===== src/common/mel_pkg.sv =====
/*
  mel_pkg: shared constants for the memory-controller error detail log.
  assumes: one 50 MHz core clock domain, 32-bit register port.
*/
package mel_pkg;

  // register port shape
  localparam int ADDR_W = 8;
  localparam int DATA_W = 32;

  // register byte offsets
  localparam logic [7:0] OFS_AUX_LO  = 8'h00; // aux detail bits 31:0
  localparam logic [7:0] OFS_AUX_HI  = 8'h04; // aux detail bits 63:32
  localparam logic [7:0] OFS_STATUS  = 8'h08; // model code in 31:16
  localparam logic [7:0] OFS_BANK    = 8'h0C; // bank of last event
  localparam logic [7:0] OFS_CTRL    = 8'h10; // logging control
  localparam logic [7:0] OFS_IRQ_ST  = 8'h14; // sticky events
  localparam logic [7:0] OFS_IRQ_MSK = 8'h18; // event mask
  localparam logic [7:0] OFS_CLEAR   = 8'h1C; // write bit 0: wipe log

  // aux detail field positions
  localparam int AUX_ID_LSB   = 9;
  localparam int AUX_ID_MSB   = 13;
  localparam int AUX_M1_LSB   = 14;
  localparam int AUX_M1_MSB   = 29;
  localparam int AUX_M2_LSB   = 30;
  localparam int AUX_M2_MSB   = 45;
  localparam int AUX_R1_LSB   = 46;
  localparam int AUX_R1_MSB   = 50;
  localparam int AUX_R2_LSB   = 51;
  localparam int AUX_R2_MSB   = 55;
  localparam int AUX_RSV_LSB  = 56;
  localparam int AUX_RSV_MSB  = 61;
  localparam int AUX_V1_BIT   = 62;
  localparam int AUX_V2_BIT   = 63;

  // control and status bit positions
  localparam int CTRL_ENH_BIT = 1;  // enhanced logging enable
  localparam int CLR_BIT      = 0;
  localparam int MODEL_SPECIFIC_ERROR_CODE_LSB    = 16;
  localparam int IRQ_W        = 3;
  localparam int IRQ_WRPAR    = 0;
  localparam int IRQ_FIRST    = 1;
  localparam int IRQ_SECOND   = 2;

  // model-specific error codes
  localparam logic [15:0] MODEL_SPECIFIC_ERROR_CODE_NONE    = 16'h0000;
  localparam logic [15:0] MODEL_SPECIFIC_ERROR_CODE_WR_DATA = 16'h0002;
  localparam logic [15:0] MODEL_SPECIFIC_ERROR_CODE_WR_BE   = 16'h0004;
  localparam logic [15:0] MODEL_SPECIFIC_ERROR_CODE_RD_CORR = 16'h0080;

  // bank numbering per controller
  localparam logic [4:0] BANK_CTL0_BASE = 5'h09;
  localparam logic [4:0] BANK_CTL1_BASE = 5'h0D;
  localparam logic [4:0] BANK_RESET     = 5'h00;

  // kinds of error reported by detection logic
  typedef enum logic [1:0] {
    MEL_ERR_WR_DATA,
    MEL_ERR_WR_BE,
    MEL_ERR_RD_CORR,
    MEL_ERR_OTHER
  } mel_err_type;

endpackage


===== src/common/mel_slot_if.sv =====
/*
  mel_slot_if: joins the log control to one erroring-device slot.
  assumes: both ends on mclk; ctl drives capture and clear.
*/
`timescale 1ns/100ps
interface mel_slot_if #(
  parameter int MASK_W = 16,
  parameter int RANK_W = 5
);
  logic              capture;  // load mask and rank
  logic              clear;    // wipe the slot
  logic [MASK_W-1:0] mask_in;  // bit mask of this event
  logic [RANK_W-1:0] rank_in;  // failing rank of this event
  logic [MASK_W-1:0] mask;     // held mask
  logic [RANK_W-1:0] rank;     // held rank
  logic              valid;    // slot holds data

  modport slot (input capture, clear, mask_in, rank_in,
                output mask, rank, valid);
  modport ctl  (output capture, clear, mask_in, rank_in,
                input mask, rank, valid);
endinterface


===== src/hw/mel_dev_slot.sv =====
/*
  mel_dev_slot: holds mask, rank and valid of one erroring device.
  assumes: controller raises capture only with enhanced logging on.
*/
`timescale 1ns/100ps
module mel_dev_slot
  import mel_pkg::*;
(
  input  wire logic mclk,
  input  wire logic reset_n,
  input  wire logic clk_en,
  mel_slot_if.slot  sl
);

  logic [$bits(sl.mask)-1:0] mask_r, mask_nxt; // held bit mask
  logic [$bits(sl.rank)-1:0] rank_r, rank_nxt; // held rank
  logic                      valid_r, valid_nxt;

  // first capture sticks; later events cannot overwrite it
  always_comb begin
    mask_nxt  = mask_r;
    rank_nxt  = rank_r;
    valid_nxt = valid_r;
    if (sl.capture && !valid_r) begin  // a capture into an empty slot beats clear
      mask_nxt  = sl.mask_in;
      rank_nxt  = sl.rank_in;
      valid_nxt = 1'b1;
    end else if (sl.clear) begin
      mask_nxt  = '0;
      rank_nxt  = '0;
      valid_nxt = 1'b0;
    end
  end

  // registers, frozen while clk_en is low
  always_ff @(posedge mclk or negedge reset_n) begin
    if (!reset_n) begin
      mask_r  <= '0;
      rank_r  <= '0;
      valid_r <= 1'b0;
    end else if (clk_en) begin
      mask_r  <= mask_nxt;
      rank_r  <= rank_nxt;
      valid_r <= valid_nxt;
    end
  end

  assign sl.mask  = mask_r;
  assign sl.rank  = rank_r;
  assign sl.valid = valid_r;

endmodule


===== src/hw/mel_error_log.sv =====
/*
  mel_error_log: fills the 64-bit aux detail register of a memory
  controller error bank and its companion code, bank and interrupt.
  assumes: one error event per cycle from detection logic, register
  port strobes one cycle long, read data valid the cycle after.
*/
// Chosen here: the register offsets and the strobed register port.
// Behaviour
// - write parity error logs buffer id 13:9
// - second correctable read logs device id there
// - enhanced: first device mask in 29:14
// - enhanced: second device mask in 45:30
// - enhanced: first device rank in 50:46
// - enhanced: second device rank in 55:51
// - enhanced: bit 62 marks first device valid
// - enhanced: bit 63 marks second device valid
// - control bit 1 enables enhanced logging
// - status code 002h data, 004h enable parity
// - controller 0 banks 9-12, controller 1 13-16
`timescale 1ns/100ps
module mel_error_log
  import mel_pkg::*;
#(
  parameter int MASK_W = 16,
  parameter int RANK_W = 5,
  parameter int ID_W   = 5
)(
  input  wire logic              mclk,
  input  wire logic              reset_n,
  input  wire logic              clk_en,
  input  wire logic [ADDR_W-1:0] reg_addr,
  input  wire logic [DATA_W-1:0] reg_wdata,
  input  wire logic              reg_wr,
  input  wire logic              reg_rd,
  output logic      [DATA_W-1:0] reg_rdata,
  input  wire logic              err_valid,
  input  mel_err_type            err_type,
  input  wire logic              err_ctrl_sel,
  input  wire logic [1:0]        err_channel,
  input  wire logic [ID_W-1:0]   err_wdb_id,
  input  wire logic [ID_W-1:0]   err_dev_id,
  input  wire logic [MASK_W-1:0] err_bit_mask,
  input  wire logic [RANK_W-1:0] err_rank,
  output logic                   irq
);

  // slot links for first and second erroring device
  mel_slot_if #(.MASK_W(MASK_W), .RANK_W(RANK_W)) s1 ();
  mel_slot_if #(.MASK_W(MASK_W), .RANK_W(RANK_W)) s2 ();

  mel_dev_slot u_first (
    .mclk    (mclk),
    .reset_n (reset_n),
    .clk_en  (clk_en),
    .sl      (s1)
  );

  mel_dev_slot u_second (
    .mclk    (mclk),
    .reset_n (reset_n),
    .clk_en  (clk_en),
    .sl      (s2)
  );

  // state
  logic              enh_r, enh_nxt;         // enhanced logging on
  logic [ID_W-1:0]   id_r, id_nxt;           // aux bits 13:9
  logic [15:0]       model_specific_error_code_r, model_specific_error_code_nxt;     // companion code
  logic [4:0]        bank_r, bank_nxt;       // bank of last event
  logic              seen_rd_r, seen_rd_nxt; // a read error came
  logic              sec_rd_r, sec_rd_nxt;   // second one logged
  logic [IRQ_W-1:0]  ist_r, ist_nxt;         // sticky events
  logic [IRQ_W-1:0]  imsk_r, imsk_nxt;       // event mask
  logic [DATA_W-1:0] rdata_r, rdata_nxt;     // read answer

  // decoded events and strobes
  logic             ev;        // event taken this cycle
  logic             wr_par;    // either write parity kind
  logic             rd_corr;   // correctable read error
  logic             cap1;      // first device capture
  logic             cap2;      // second device capture
  logic             sec_id;    // log second device id
  logic             wr_ctrl;   // control write
  logic             log_clr;   // software wipe of the log
  logic             rd_ist;    // status read, clears it
  logic [IRQ_W-1:0] ev_bits;   // events into sticky bits
  logic [63:0]      aux_w;     // assembled aux detail word

  assign ev      = clk_en && err_valid;
  assign wr_par  = ev && (err_type == MEL_ERR_WR_DATA ||
                          err_type == MEL_ERR_WR_BE);
  assign rd_corr = ev && err_type == MEL_ERR_RD_CORR;
  // capture only when enhanced logging is enabled
  assign cap1    = rd_corr && enh_r && !s1.valid;
  // a wipe empties the first slot, so no second may land with it
  assign cap2    = rd_corr && enh_r && s1.valid
                   && !s2.valid && !log_clr;
  // parity id has the field when both arrive at once
  assign sec_id  = rd_corr && seen_rd_r && !sec_rd_r && !wr_par;
  assign wr_ctrl = clk_en && reg_wr && reg_addr == OFS_CTRL;
  assign log_clr = clk_en && reg_wr && reg_addr == OFS_CLEAR
                   && reg_wdata[CLR_BIT];
  assign rd_ist  = clk_en && reg_rd && reg_addr == OFS_IRQ_ST;

  // slot drive: a disabled log is held wiped
  always_comb begin
    s1.capture = cap1;
    s1.mask_in = err_bit_mask;
    s1.rank_in = err_rank;
    s1.clear   = log_clr || !enh_r;
    s2.capture = cap2;
    s2.mask_in = err_bit_mask;
    s2.rank_in = err_rank;
    s2.clear   = log_clr || !enh_r;
  end

  // aux word; reserved and address-info bits read zero
  always_comb begin
    aux_w = '0;
    aux_w[AUX_ID_MSB:AUX_ID_LSB] = id_r;
    aux_w[AUX_M1_MSB:AUX_M1_LSB] = s1.mask;
    aux_w[AUX_M2_MSB:AUX_M2_LSB] = s2.mask;
    aux_w[AUX_R1_MSB:AUX_R1_LSB] = s1.rank;
    aux_w[AUX_R2_MSB:AUX_R2_LSB] = s2.rank;
    aux_w[AUX_V1_BIT]            = s1.valid;
    aux_w[AUX_V2_BIT]            = s2.valid;
  end

  // next values of the log state
  always_comb begin
    enh_nxt     = enh_r;
    id_nxt      = id_r;
    model_specific_error_code_nxt   = model_specific_error_code_r;
    bank_nxt    = bank_r;
    seen_rd_nxt = seen_rd_r;
    sec_rd_nxt  = sec_rd_r;
    imsk_nxt    = imsk_r;
    if (wr_ctrl) begin
      enh_nxt = reg_wdata[CTRL_ENH_BIT];
    end
    if (reg_wr && clk_en && reg_addr == OFS_IRQ_MSK) begin
      imsk_nxt = reg_wdata[IRQ_W-1:0];
    end
    if (log_clr) begin
      id_nxt      = '0;
      model_specific_error_code_nxt   = MODEL_SPECIFIC_ERROR_CODE_NONE;
      bank_nxt    = BANK_RESET;
      seen_rd_nxt = 1'b0;
      sec_rd_nxt  = 1'b0;
    end
    // new events override a same-cycle wipe
    if (ev) begin
      bank_nxt = (err_ctrl_sel ? BANK_CTL1_BASE : BANK_CTL0_BASE)
                 + {3'b000, err_channel};
    end
    if (wr_par) begin
      id_nxt    = err_wdb_id;
      model_specific_error_code_nxt = (err_type == MEL_ERR_WR_DATA) ?
                  MODEL_SPECIFIC_ERROR_CODE_WR_DATA : MODEL_SPECIFIC_ERROR_CODE_WR_BE;
    end else if (rd_corr) begin
      seen_rd_nxt = 1'b1;
      if (enh_r) begin
        model_specific_error_code_nxt = MODEL_SPECIFIC_ERROR_CODE_RD_CORR;
      end
      if (sec_id) begin
        id_nxt     = err_dev_id;
        sec_rd_nxt = 1'b1;
      end
    end
  end

  // sticky interrupt status; a new event beats the read clear
  always_comb begin
    ev_bits             = '0;
    ev_bits[IRQ_WRPAR]  = wr_par;
    ev_bits[IRQ_FIRST]  = cap1;
    ev_bits[IRQ_SECOND] = cap2;
    ist_nxt = (rd_ist ? '0 : ist_r) | ev_bits;
  end

  // read answer, present only in the cycle after the strobe
  always_comb begin
    rdata_nxt = '0;
    if (reg_rd) begin
      unique case (reg_addr)
        OFS_AUX_LO:  rdata_nxt = aux_w[31:0];
        OFS_AUX_HI:  rdata_nxt = aux_w[63:32];
        OFS_STATUS:  rdata_nxt = {model_specific_error_code_r, 16'h0000};
        OFS_BANK:    rdata_nxt = {27'h000_0000, bank_r};
        OFS_CTRL:    rdata_nxt = {30'h0000_0000, enh_r, 1'b0};
        OFS_IRQ_ST:  rdata_nxt = {29'h0000_0000, ist_r};
        OFS_IRQ_MSK: rdata_nxt = {29'h0000_0000, imsk_r};
        default:     rdata_nxt = '0;  // unmapped, also clear
      endcase
    end
  end

  // registers, frozen while clk_en is low
  always_ff @(posedge mclk or negedge reset_n) begin
    if (!reset_n) begin
      enh_r     <= 1'b0;
      id_r      <= '0;
      model_specific_error_code_r   <= MODEL_SPECIFIC_ERROR_CODE_NONE;
      bank_r    <= BANK_RESET;
      seen_rd_r <= 1'b0;
      sec_rd_r  <= 1'b0;
      ist_r     <= '0;
      imsk_r    <= '0;
      rdata_r   <= '0;
    end else if (clk_en) begin
      enh_r     <= enh_nxt;
      id_r      <= id_nxt;
      model_specific_error_code_r   <= model_specific_error_code_nxt;
      bank_r    <= bank_nxt;
      seen_rd_r <= seen_rd_nxt;
      sec_rd_r  <= sec_rd_nxt;
      ist_r     <= ist_nxt;
      imsk_r    <= imsk_nxt;
      rdata_r   <= rdata_nxt;
    end
  end

  assign reg_rdata = rdata_r;
  // level interrupt while any unmasked event is pending
  assign irq       = |(ist_r & imsk_r);
endmodule


===== config.mk =====
export PLATFORM = sky130hd
export DESIGN_NAME = mel_error_log
export DESIGN_NICKNAME = d
export VERILOG_FILES = /design/src/common/mel_pkg.sv /design/src/common/mel_slot_if.sv /design/src/hw/mel_dev_slot.sv /design/src/hw/mel_error_log.sv
export SDC_FILE = /design/constraint.sdc
export NUM_CORES = 1
export LEC_CHECK = 0
export BUFFER_PORTS_ARGS = -buffer_cell sky130_fd_sc_hd__buf_2
export CELL_PAD_IN_SITES_DETAIL_PLACEMENT = 1
export CELL_PAD_IN_SITES_GLOBAL_PLACEMENT = 2
export CORE_UTILIZATION = 34
export DETAILED_ROUTE_END_ITERATION = 10
export PLACE_DENSITY = 0.77
export SYNTH_ARGS = -nofsm -noshare
export SYNTH_HDL_FRONTEND = slang
export SYNTH_SLANG_ARGS = --single-unit
export TNS_END_PERCENT = 10

===== constraint.sdc =====
create_clock -name mclk -period 2.1 [get_ports mclk]
set_input_delay 0.315 -clock mclk [delete_from_list [all_inputs] [get_ports mclk]]
set_output_delay 0.315 -clock mclk [all_outputs]
set_load 0.01 [all_outputs]

**Word-level counts from Yosys, hierarchy flattened**

Cells that the tools add are included.

- Output and inout port bits: 33
- Register bits: 111

- Reduce and logical (&&, ||, !) cells: 39
- Eq/ne operators: 9
- Multiplexer cells: 31
- Bitwise logic cells: 2
- $add $sub $neg: 1

Operator list:

| operator | number |
|---|---|
| 32-bit case mux with 7 select lines | 1 |
| 16-bit two-way mux | 7 |
| 5-bit two-way mux | 9 |
| 8-bit by 5-bit == test with 1-bit output (second input constant) | 4 |
| 32-bit two-way mux | 1 |
| 1-bit logical AND | 20 |
| 8-bit by 4-bit == test with 1-bit output (second input constant) | 2 |
| 1-bit two-way mux | 10 |
| 2-bit AND reduction | 5 |
| 3-bit two-way mux | 3 |
| 8-bit by 3-bit == test with 1-bit output (second input constant) | 1 |
| 8-bit logical NOT | 1 |
| 1-bit logical NOT | 6 |
| 2-bit nonzero test | 3 |
| 4-bit by 2-bit adder with 5-bit output | 1 |
| 3-bit AND | 1 |
| 3-bit OR | 1 |
| 3-bit OR reduction | 1 |
| 2-bit by 1-bit == test with 1-bit output (second input constant) | 1 |
| 2-bit == test (second input constant) | 1 |
| 2-bit logical NOT | 1 |
| 1-bit logical OR | 2 |

**Logic depth before layout (Yosys ltp)**

Gate-level depths: netlist of the first run.

- Depth in word-level cells: 9
- Depth in mapped cells: 8
- Mapped depth without buffers: 4

**Modules after synthesis**

A second synthesis of the first run with hierarchy kept.

- Cells, all modules: 377
- Area total of the unflattened synthesis: 4,719.5 um^2

By module, submodules not included:

| module | seq. area each (um^2) | area each (um^2) | instances | cells an instance |
|---|---|---|---|---|
| mel_error_log | 1,676.6 | 3,100.5 | 1 | 273 |
| mel_dev_slot | 550.5 | 809.5 | 2 | 52 |

**Least setup slack after synthesis of the first run**

OpenSTA, ideal clock, no wires.

- Kind: in2reg
- From: input port reg_addr[5]
- To: register u_second.mask_r[11], in the netlist u_second.sl.mask[11]
- Required time: 1,979 ps
- Path slack: 57 ps
- Cell stages on the path: 7
- Arrival time: 1,922 ps
- Cell sequence: or3_4 > or4_1 > buf_2 > and3_1 > buf_6 > buf_6 > a22o_1

- Word-level cells in the longest chain between the ends: 8
- Elaborated cells between the ends (all ways): 10

Ends and longest elaborated chain:

| element | line | text |
|---|---|---|
| from (decl) | mel_error_log.sv:31 | `input wire logic [ADDR_W-1:0] reg_addr,` |
| 8-bit by 5-bit == test with 1-bit output * | mel_error_log.sv:101 | `assign log_clr = clk_en && reg_wr && reg_addr == OFS_CLEAR` |
| 1-bit logical AND * | mel_error_log.sv:101 |  |
| 1-bit logical AND * | mel_error_log.sv:102 | `&& reg_wdata[CLR_BIT];` |
| 1-bit logical NOT | mel_error_log.sv:97 | `&& !s2.valid && !log_clr;` |
| 1-bit logical AND | mel_error_log.sv:97 |  |
| 1-bit logical AND | mel_dev_slot.sv:24 | `if (sl.capture && !valid_r) begin` |
| 2-bit nonzero test (no line) | - |  |
| 2-bit AND reduction (no line) | - |  |
| to (signal assigned) | mel_dev_slot.sv:42 | `mask_r <= mask_nxt;` |
| to (decl) | mel_dev_slot.sv:15 | `logic [$bits(sl.mask)-1:0] mask_r, mask_nxt;` |

Mark *: on every way between the ends. The rest lies on a longest branch, timed or not.
A chain may end at the register's enable or synchronous reset.

**Final worst setup path of the first run**

- From: input port reg_addr[5]
- To: register id_r[4]

- Word-level cells in the longest chain between the ends: 7

Ends and longest elaborated chain:

| element | line | text |
|---|---|---|
| 8-bit by 5-bit == test with 1-bit output * | mel_error_log.sv:101 |  |
| 1-bit logical AND * | mel_error_log.sv:101 |  |
| 1-bit logical AND * | mel_error_log.sv:102 |  |
| 5-bit two-way mux * | mel_error_log.sv:144 | `if (log_clr) begin` |
| 5-bit two-way mux | mel_error_log.sv:165 | `if (sec_id) begin` |
| 5-bit two-way mux * | mel_error_log.sv:160 | `end else if (rd_corr) begin` |
| 5-bit two-way mux * | mel_error_log.sv:156 | `if (wr_par) begin` |
| to (signal assigned) | mel_error_log.sv:212 | `id_r <= id_nxt;` |
| to (decl) | mel_error_log.sv:67 | `logic [ID_W-1:0] id_r, id_nxt;` |

Marks and branches as above.

==> flow_metrics.env, run 1 <==
export IMPL_reg2reg_setup_slack_ns=0.61
export IMPL_netlist_top_cell_by_area="dfrtp_1"
export IMPL_crit_arrival_ns=2.01
export IMPL_wl_met2_mm=6.16
export IMPL_route_vias_total=3572
export IMPL_viasPerCell=5.39
export IMPL_grt_max_degree=50
export IMPL_synth_edf_count=0
export IMPL_skew_ns=0.00933
export IMPL_setup_viol=0
export IMPL_crit_top_cell="buf_4"
export IMPL_syn_instance_count=373
export IMPL_ys_ff_latch=111
export IMPL_drc_errors=0
export IMPL_criticalPathCategory="in2reg"
export IMPL_grt_overflow_total=0
export IMPL_synth_cell_type_count=43
export IMPL_netlist_top_cells_area="dfrtp_1, a22o_1, o2bb2ai_1, a22oi_1, mux2i_1"
export IMPL_post_dp_cell_area_um2=5500
export IMPL_endpoint_kind="register"
export IMPL_grt_pass1_wl_mm=21.5
export IMPL_fin_crit_ns=1.80
export IMPL_clk_insertion_delay_late_ns=0.35
export IMPL_wl_met1_mm=6.11
export IMPL_nFillCells=1443
export IMPL_diodes=0
export IMPL_fin_util_pct=43.6
export IMPL_final_cell_mix="dfrtp_1, buf_2, a22o_1, buf_4, a22oi_1"
export IMPL_worstHoldPathCells=2
export IMPL_final_common_cell="dfrtp_1"
export IMPL_port_buffers=85
export IMPL_wl_met3_um=592
export IMPL_regToRegStartpoint="enh_r"
export IMPL_drt_first_iter_violations=221
export IMPL_drtPass1Iterations=4
export IMPL_leakagePower_nw=2.78
export IMPL_crit_required_ns=2.31
export IMPL_slew_viol_final=0
export IMPL_grt_antenna_before_repair=0
export IMPL_critPathSlowestCell="or4_1"
export IMPL_rows=42
export IMPL_final_cells=663
export IMPL_syn_area_per_cell_um2=12.3
export IMPL_htreeDepth=3
export IMPL_yosysTopAreaCellShare_pct=60.3
export IMPL_drive_gt1_share_pct=30.2
export IMPL_r2r_cells=5
export IMPL_coreArea_um2=13200
export IMPL_area_growth_pct=25.3
export IMPL_outcome="completed"
export IMPL_first_global_vias=3854
export IMPL_fin_nets=567
export IMPL_cts_buffer_depth=2
export IMPL_fmax_mhz=556
export IMPL_critical_path_cell_chain="buf_2 > or3_4 > or4_1 > buf_4 > a21oi_1 > buf_4 > o21ai_0"
export IMPL_synth_ff_type="dfrtp_1"
export IMPL_hold_path_startpoint="err_bit_mask[10]"
export IMPL_synth_yosys_seq_area_share_pct=60.3
export IMPL_dieArea_um2=14000
export IMPL_die_w_um=118
export IMPL_syn_nets=457
export IMPL_cp_max_fo=6
export IMPL_grtUsageTotal_pct=19.9
export IMPL_initial_core_util_pct=34.8
export IMPL_max_slew_margin_rel_pct=51.8
export IMPL_cp_start_kind="primary input"
export IMPL_detail_route_antenna_nets=0
export IMPL_r2r_end="u_second.sl.mask[5]"
export IMPL_wl_per_cell_um=19.5
export IMPL_postRouteWirelength_mm=12.9
export IMPL_cts_sink_count=111
export IMPL_detailed_place_hpwl_mm=9.42
export IMPL_powerDensity_nw_per_um2=928
export IMPL_cts_buffers=9
export IMPL_clk_pin_slew_ns=0.07
export IMPL_syn_cell_area_um2=4600
export IMPL_rsz0062_at_grt="false"
export IMPL_worstMarginPinSlew_ns=0.722
export IMPL_io_pins=115
export IMPL_yosysWarningCount=0
export IMPL_route_top_layer_used="met4"
export IMPL_min_to="u_second.sl.mask[10]"
export IMPL_design_area_um2=5770
export IMPL_cts_root_buf="clkbuf_16"
export IMPL_drv_cap=0
export IMPL_dieHeight_um=118
export IMPL_hold_viol=0
export IMPL_ir_worst_vdd_mv=0.409
export IMPL_hp_class="in2reg"
export IMPL_gp_congestion=0.816
export IMPL_dp_cells=647
export IMPL_max_stage_delay_ns=0.60
export IMPL_synthArstFlopShare_pct=100
export IMPL_period_share_pct=85.7
export IMPL_cts_tree="built"
report_power, final:
group	internal [mW]	total, mW	switching [mW]
sequential	2.62	2.94	0.314
combinational	0.488	0.846	0.358
clock	0.807	1.57	0.763
layout make-up:
class                   instances  area, µm²  area share (%)
flip-flops and latches        111       2780            48.2
multi-input cells             228       1700            29.4
repair buffers                122        771            13.4
clock buffers                  11        233            4.03
well taps                     176        220            3.82
inverters                      11       41.3           0.716
clock inverters                 4       30.0           0.521
through the flow:
stage	hold slack (ns)	setup TNS, ns	total power, mW	setup slack [ns]
after floorplan	0.0194	0	3.44	0.0565
after detailed placement	0.202	-0.363	3.83	-0.0442
after CTS	0.198	0	5.43	0.313
after global placement	0.199	-0.348	3.78	-0.0298
after global routing	0.202	0	5.64	0.248
final	0.209	0	5.35	0.301
synthesized netlist by cell type, types with 2 or more instances:
cell type and n:
nand3_1 10, buf_6 3, mux2_2 3, a221o_1 6
mux2i_1 10, nor2b_1 3, nor4_2 2, a22o_1 48
buf_2 2, nand4_1 2, dfrtp_1 111, nand2_1 15
nor3b_1 3, ha_1 2, and3_1 2, a32oi_1 6
o221ai_1 2, buf_1 2, o2bb2ai_1 19, or4_1 3
a21o_1 6, a22oi_1 20, inv_1 11, clkbuf_1 16
a31oi_1 2, nor2_1 15, a21oi_1 6, and2_1 13
nor3_1 4, o21ai_0 13
sequential cells by signal, indices dropped and copies added, names as in the netlist, 3 cells and up:
register	flops
ist_r	3
u_first.sl.rank	5
u_second.sl.rank	5
u_first.sl.mask	16
model_specific_error_code_r	16
bank_r	5
imsk_r	3
u_second.sl.mask	16
id_r	5
reg_rdata	32
cell families (layout without fill, tap and decap cells):
group | Yosys count | after routing | share of synthesized area (%)
simple gates | 80 | 80 | 9.79
compound gates | 133 | 133 | 23.1
fa+ha+maj | 2 | 2 | 0.544
flops | 111 | 111 | 60.3
mux | 13 | 13 | 2.91
buf+inv | 34 | 148 | 3.32
worst max path at each step:
stage / startpoint / end / slack, ns / cells after the start
3_3_place_gp: reg_addr[5] / id_r[2] / -0.03 / 7
3_5_place_dp: reg_addr[5] / id_r[4] / -0.04 / 7
4_1_cts: reg_addr[5] / id_r[4] / 0.31 / 7
5_1_grt: reg_addr[5] / id_r[4] / 0.25 / 7
6_report: reg_addr[5] / id_r[4] / 0.30 / 7
2_1_floorplan: reg_addr[5] / u_second.sl.mask[11] / 0.06 / 7
what timing repair did:
action | 4_1_cts | 5_1_grt
hold buffers | 1 | 0
endpoints found under the hold margin | 14 | 0
gates resized for setup | 0 | 0
setup buffers | 0 | 0
layer usage:
| metal | up-vias | track usage (%) |
|---|---|---|
| li1 | 1643 | - |
| met5 | - | 0 |
| met4 | 0 | 5.29 |
| met2 | 90 | 31.5 |
| met3 | 8 | 3.86 |
| met1 | 1831 | 27.9 |
critical path, delay by kind of cell:
family | cells | cell delay [ns]
AO/OA/AOI/OAI | 2 | 0.23
AND/OR/NAND/NOR | 2 | 1.00
buffers and inverters | 3 | 0.47
Power figures use the tool's default switching activity.
==> inputs of run 2 (changes only) <==
--- a/config.mk
+++ b/config.mk
@@ -10,6 +10,7 @@
 export CELL_PAD_IN_SITES_GLOBAL_PLACEMENT = 2
 export CORE_UTILIZATION = 34
 export DETAILED_ROUTE_END_ITERATION = 10
+export MAX_ROUTING_LAYER = met4
 export PLACE_DENSITY = 0.77
 export SYNTH_ARGS = -nofsm -noshare
 export SYNTH_HDL_FRONTEND = slang
==> run 2 against run 1 <==
Effect of this change:
- total power increased by 0.27%
- first-iteration DRC count unchanged
- sequential share of layout area stayed put
- largest cell class unchanged
- largest power group unchanged
- highest routed layer unchanged
==> flow_metrics.env, run 2 (synthesis gave the netlist of run 1 again) <==
export IMPL_io_pins=115
export IMPL_first_global_vias=3863
export IMPL_coreArea_um2=13200
export IMPL_viasPerCell=5.39
export IMPL_clk_insertion_delay_late_ns=0.35
export IMPL_ir_worst_vdd_mv=0.413
export IMPL_endpoint_kind="register"
export IMPL_rsz0062_at_grt="false"
export IMPL_cp_max_fo=6
export IMPL_leakagePower_nw=2.78
export IMPL_critical_path_buf_inv_count=3
export IMPL_htreeDepth=3
export IMPL_cts_setup_buffers=0
export IMPL_grt_overflow_total=0
export IMPL_detailed_place_hpwl_mm=9.42
export IMPL_route_vias_total=3573
export IMPL_grt_antenna_before_repair=0
export IMPL_gp_congestion=0.828
export IMPL_ctsResizeCount=0
export IMPL_design_area_um2=5770
export IMPL_detail_route_antenna_nets=0
export IMPL_cts_buffer_depth=2
export IMPL_powerDensity_nw_per_um2=931
export IMPL_max_slew_margin_rel_pct=52.9
export IMPL_final_cell_mix="dfrtp_1, buf_2, a22o_1, buf_4, a22oi_1"
export IMPL_intPower_mw=3.92
export IMPL_initial_core_util_pct=34.8
export IMPL_fin_total_pwr_mw=5.37
export IMPL_port_buffers=85
export IMPL_post_place_ws_ns=-0.0442
export IMPL_clk_pin_slew_ns=0.08
export IMPL_criticalPathCategory="in2reg"
export IMPL_largest_register_ffs=32
export IMPL_diodes=0
export IMPL_hold_viol=0
export IMPL_grtUsageTotal_pct=20.5
export IMPL_hold_buffers=1
export IMPL_dieArea_um2=14000
export IMPL_dieHeight_um=118
export IMPL_wl_per_cell_um=19.6
export IMPL_critical_path_cell_chain="buf_2 > or3_4 > or4_1 > buf_4 > a21oi_1 > buf_4 > o21ai_0"
export IMPL_cp_top_family="simple AND/OR/NAND/NOR gates"
export IMPL_post_dp_cell_area_um2=5500
export IMPL_area_growth_pct=25.3
export IMPL_fmax_mhz=555
export IMPL_max_stage_delay_ns=0.60
export IMPL_drtPass1Iterations=4
export IMPL_final_common_cell="dfrtp_1"
export IMPL_outcome="completed"
export IMPL_p_seq_share_pct=54.8
export IMPL_crit_required_ns=2.31
export IMPL_grt_max_degree=50
export IMPL_skew_ns=0.0101
export IMPL_fin_crit_ns=1.80
export IMPL_rows=42
export IMPL_hp_class="in2reg"
export IMPL_p_comb_share_pct=15.8
export IMPL_dp_cells=647
export IMPL_worstMarginPinSlew_ns=0.706
export IMPL_fin_nets=567
export IMPL_cts_tree="built"
export IMPL_setup_ws_ns=0.298
export IMPL_critPathSlowestCell="or4_1"
export IMPL_period_share_pct=85.8
export IMPL_crit_arrival_ns=2.01
export IMPL_cts_sink_count=111
export IMPL_slew_viol_final=0
export IMPL_p_sw_mw=1.45
export IMPL_cts_buffers=9
export IMPL_die_w_um=118
export IMPL_drt_first_iter_violations=221
export IMPL_grt_pass1_wl_mm=21.5
export IMPL_setup_viol=0
export IMPL_nFillCells=1443
export IMPL_switching_share_pct=27.0
export IMPL_cp_start_kind="primary input"
export IMPL_drv_cap=0
export IMPL_crit_top_cell="buf_4"
export IMPL_drc_errors=0
export IMPL_clkPwrFrac_pct=29.5
export IMPL_final_cells=663
export IMPL_postRouteWirelength_mm=13.0
export IMPL_drive_gt1_share_pct=30.2
export IMPL_cts_root_buf="clkbuf_16"
run 2: layout make-up:
cell class                 instances  area [µm²]  share of cell area [%]
multi-input combinational        228        1700                    29.4
clock inverter                     4        30.0                   0.521
sequential                       111        2780                    48.2
clock buffer                      11         233                    4.03
inverter                          11        41.3                   0.716
timing repair buffer             122         771                    13.4
tap                              176         220                    3.82
run 2: metrics by stage:
stage / TNS [ns] / hold slack, ns / util (%)
CTS: 0 / 0.198 / 43.6
global placement: -0.348 / 0.199 / 41.5
detailed placement: -0.363 / 0.202 / 41.5
finish: 0 / 0.208 / 43.6
floorplan: 0 / 0.0194 / -
global route: 0 / 0.203 / 43.6
run 2: worst paths after layout:
check / cells past startpoint / to / from / slack, ns
worst max-delay path: 7 / id_r[4] / reg_addr[5] / 0.30
max in group asynchronous: 3 / u_second.sl.mask[14] / reset_n / 1.12
worst max register to register: 5 / u_second.sl.mask[5] / enh_r / 0.60
worst min-delay path: 2 / u_second.sl.mask[10] / err_bit_mask[10] / 0.21
min in group asynchronous: 2 / bank_r[0] / reset_n / 0.38
worst min register to register: 2 / reg_rdata[1] / reg_rdata[1] / 0.48
run 2: power groups by stage:
stage / Clock (mW) / Sequential, mW / Combinational (mW)
after floorplan: 0 / 2.86 / 0.582
after global placement: 0 / 2.96 / 0.822
after detailed placement: 0 / 2.98 / 0.851
after CTS: 1.62 / 2.94 / 0.862
after global routing: 1.70 / 2.99 / 0.942
final: 1.58 / 2.94 / 0.846
run 2: layer usage:
layer	routed length (µm)	track usage, %	part of all wire, %
met1	6320	27.8	49
met4	149	5.29	1.1
met5	0	-	0
met2	6090	31.6	47
met3	448	3.86	3.4
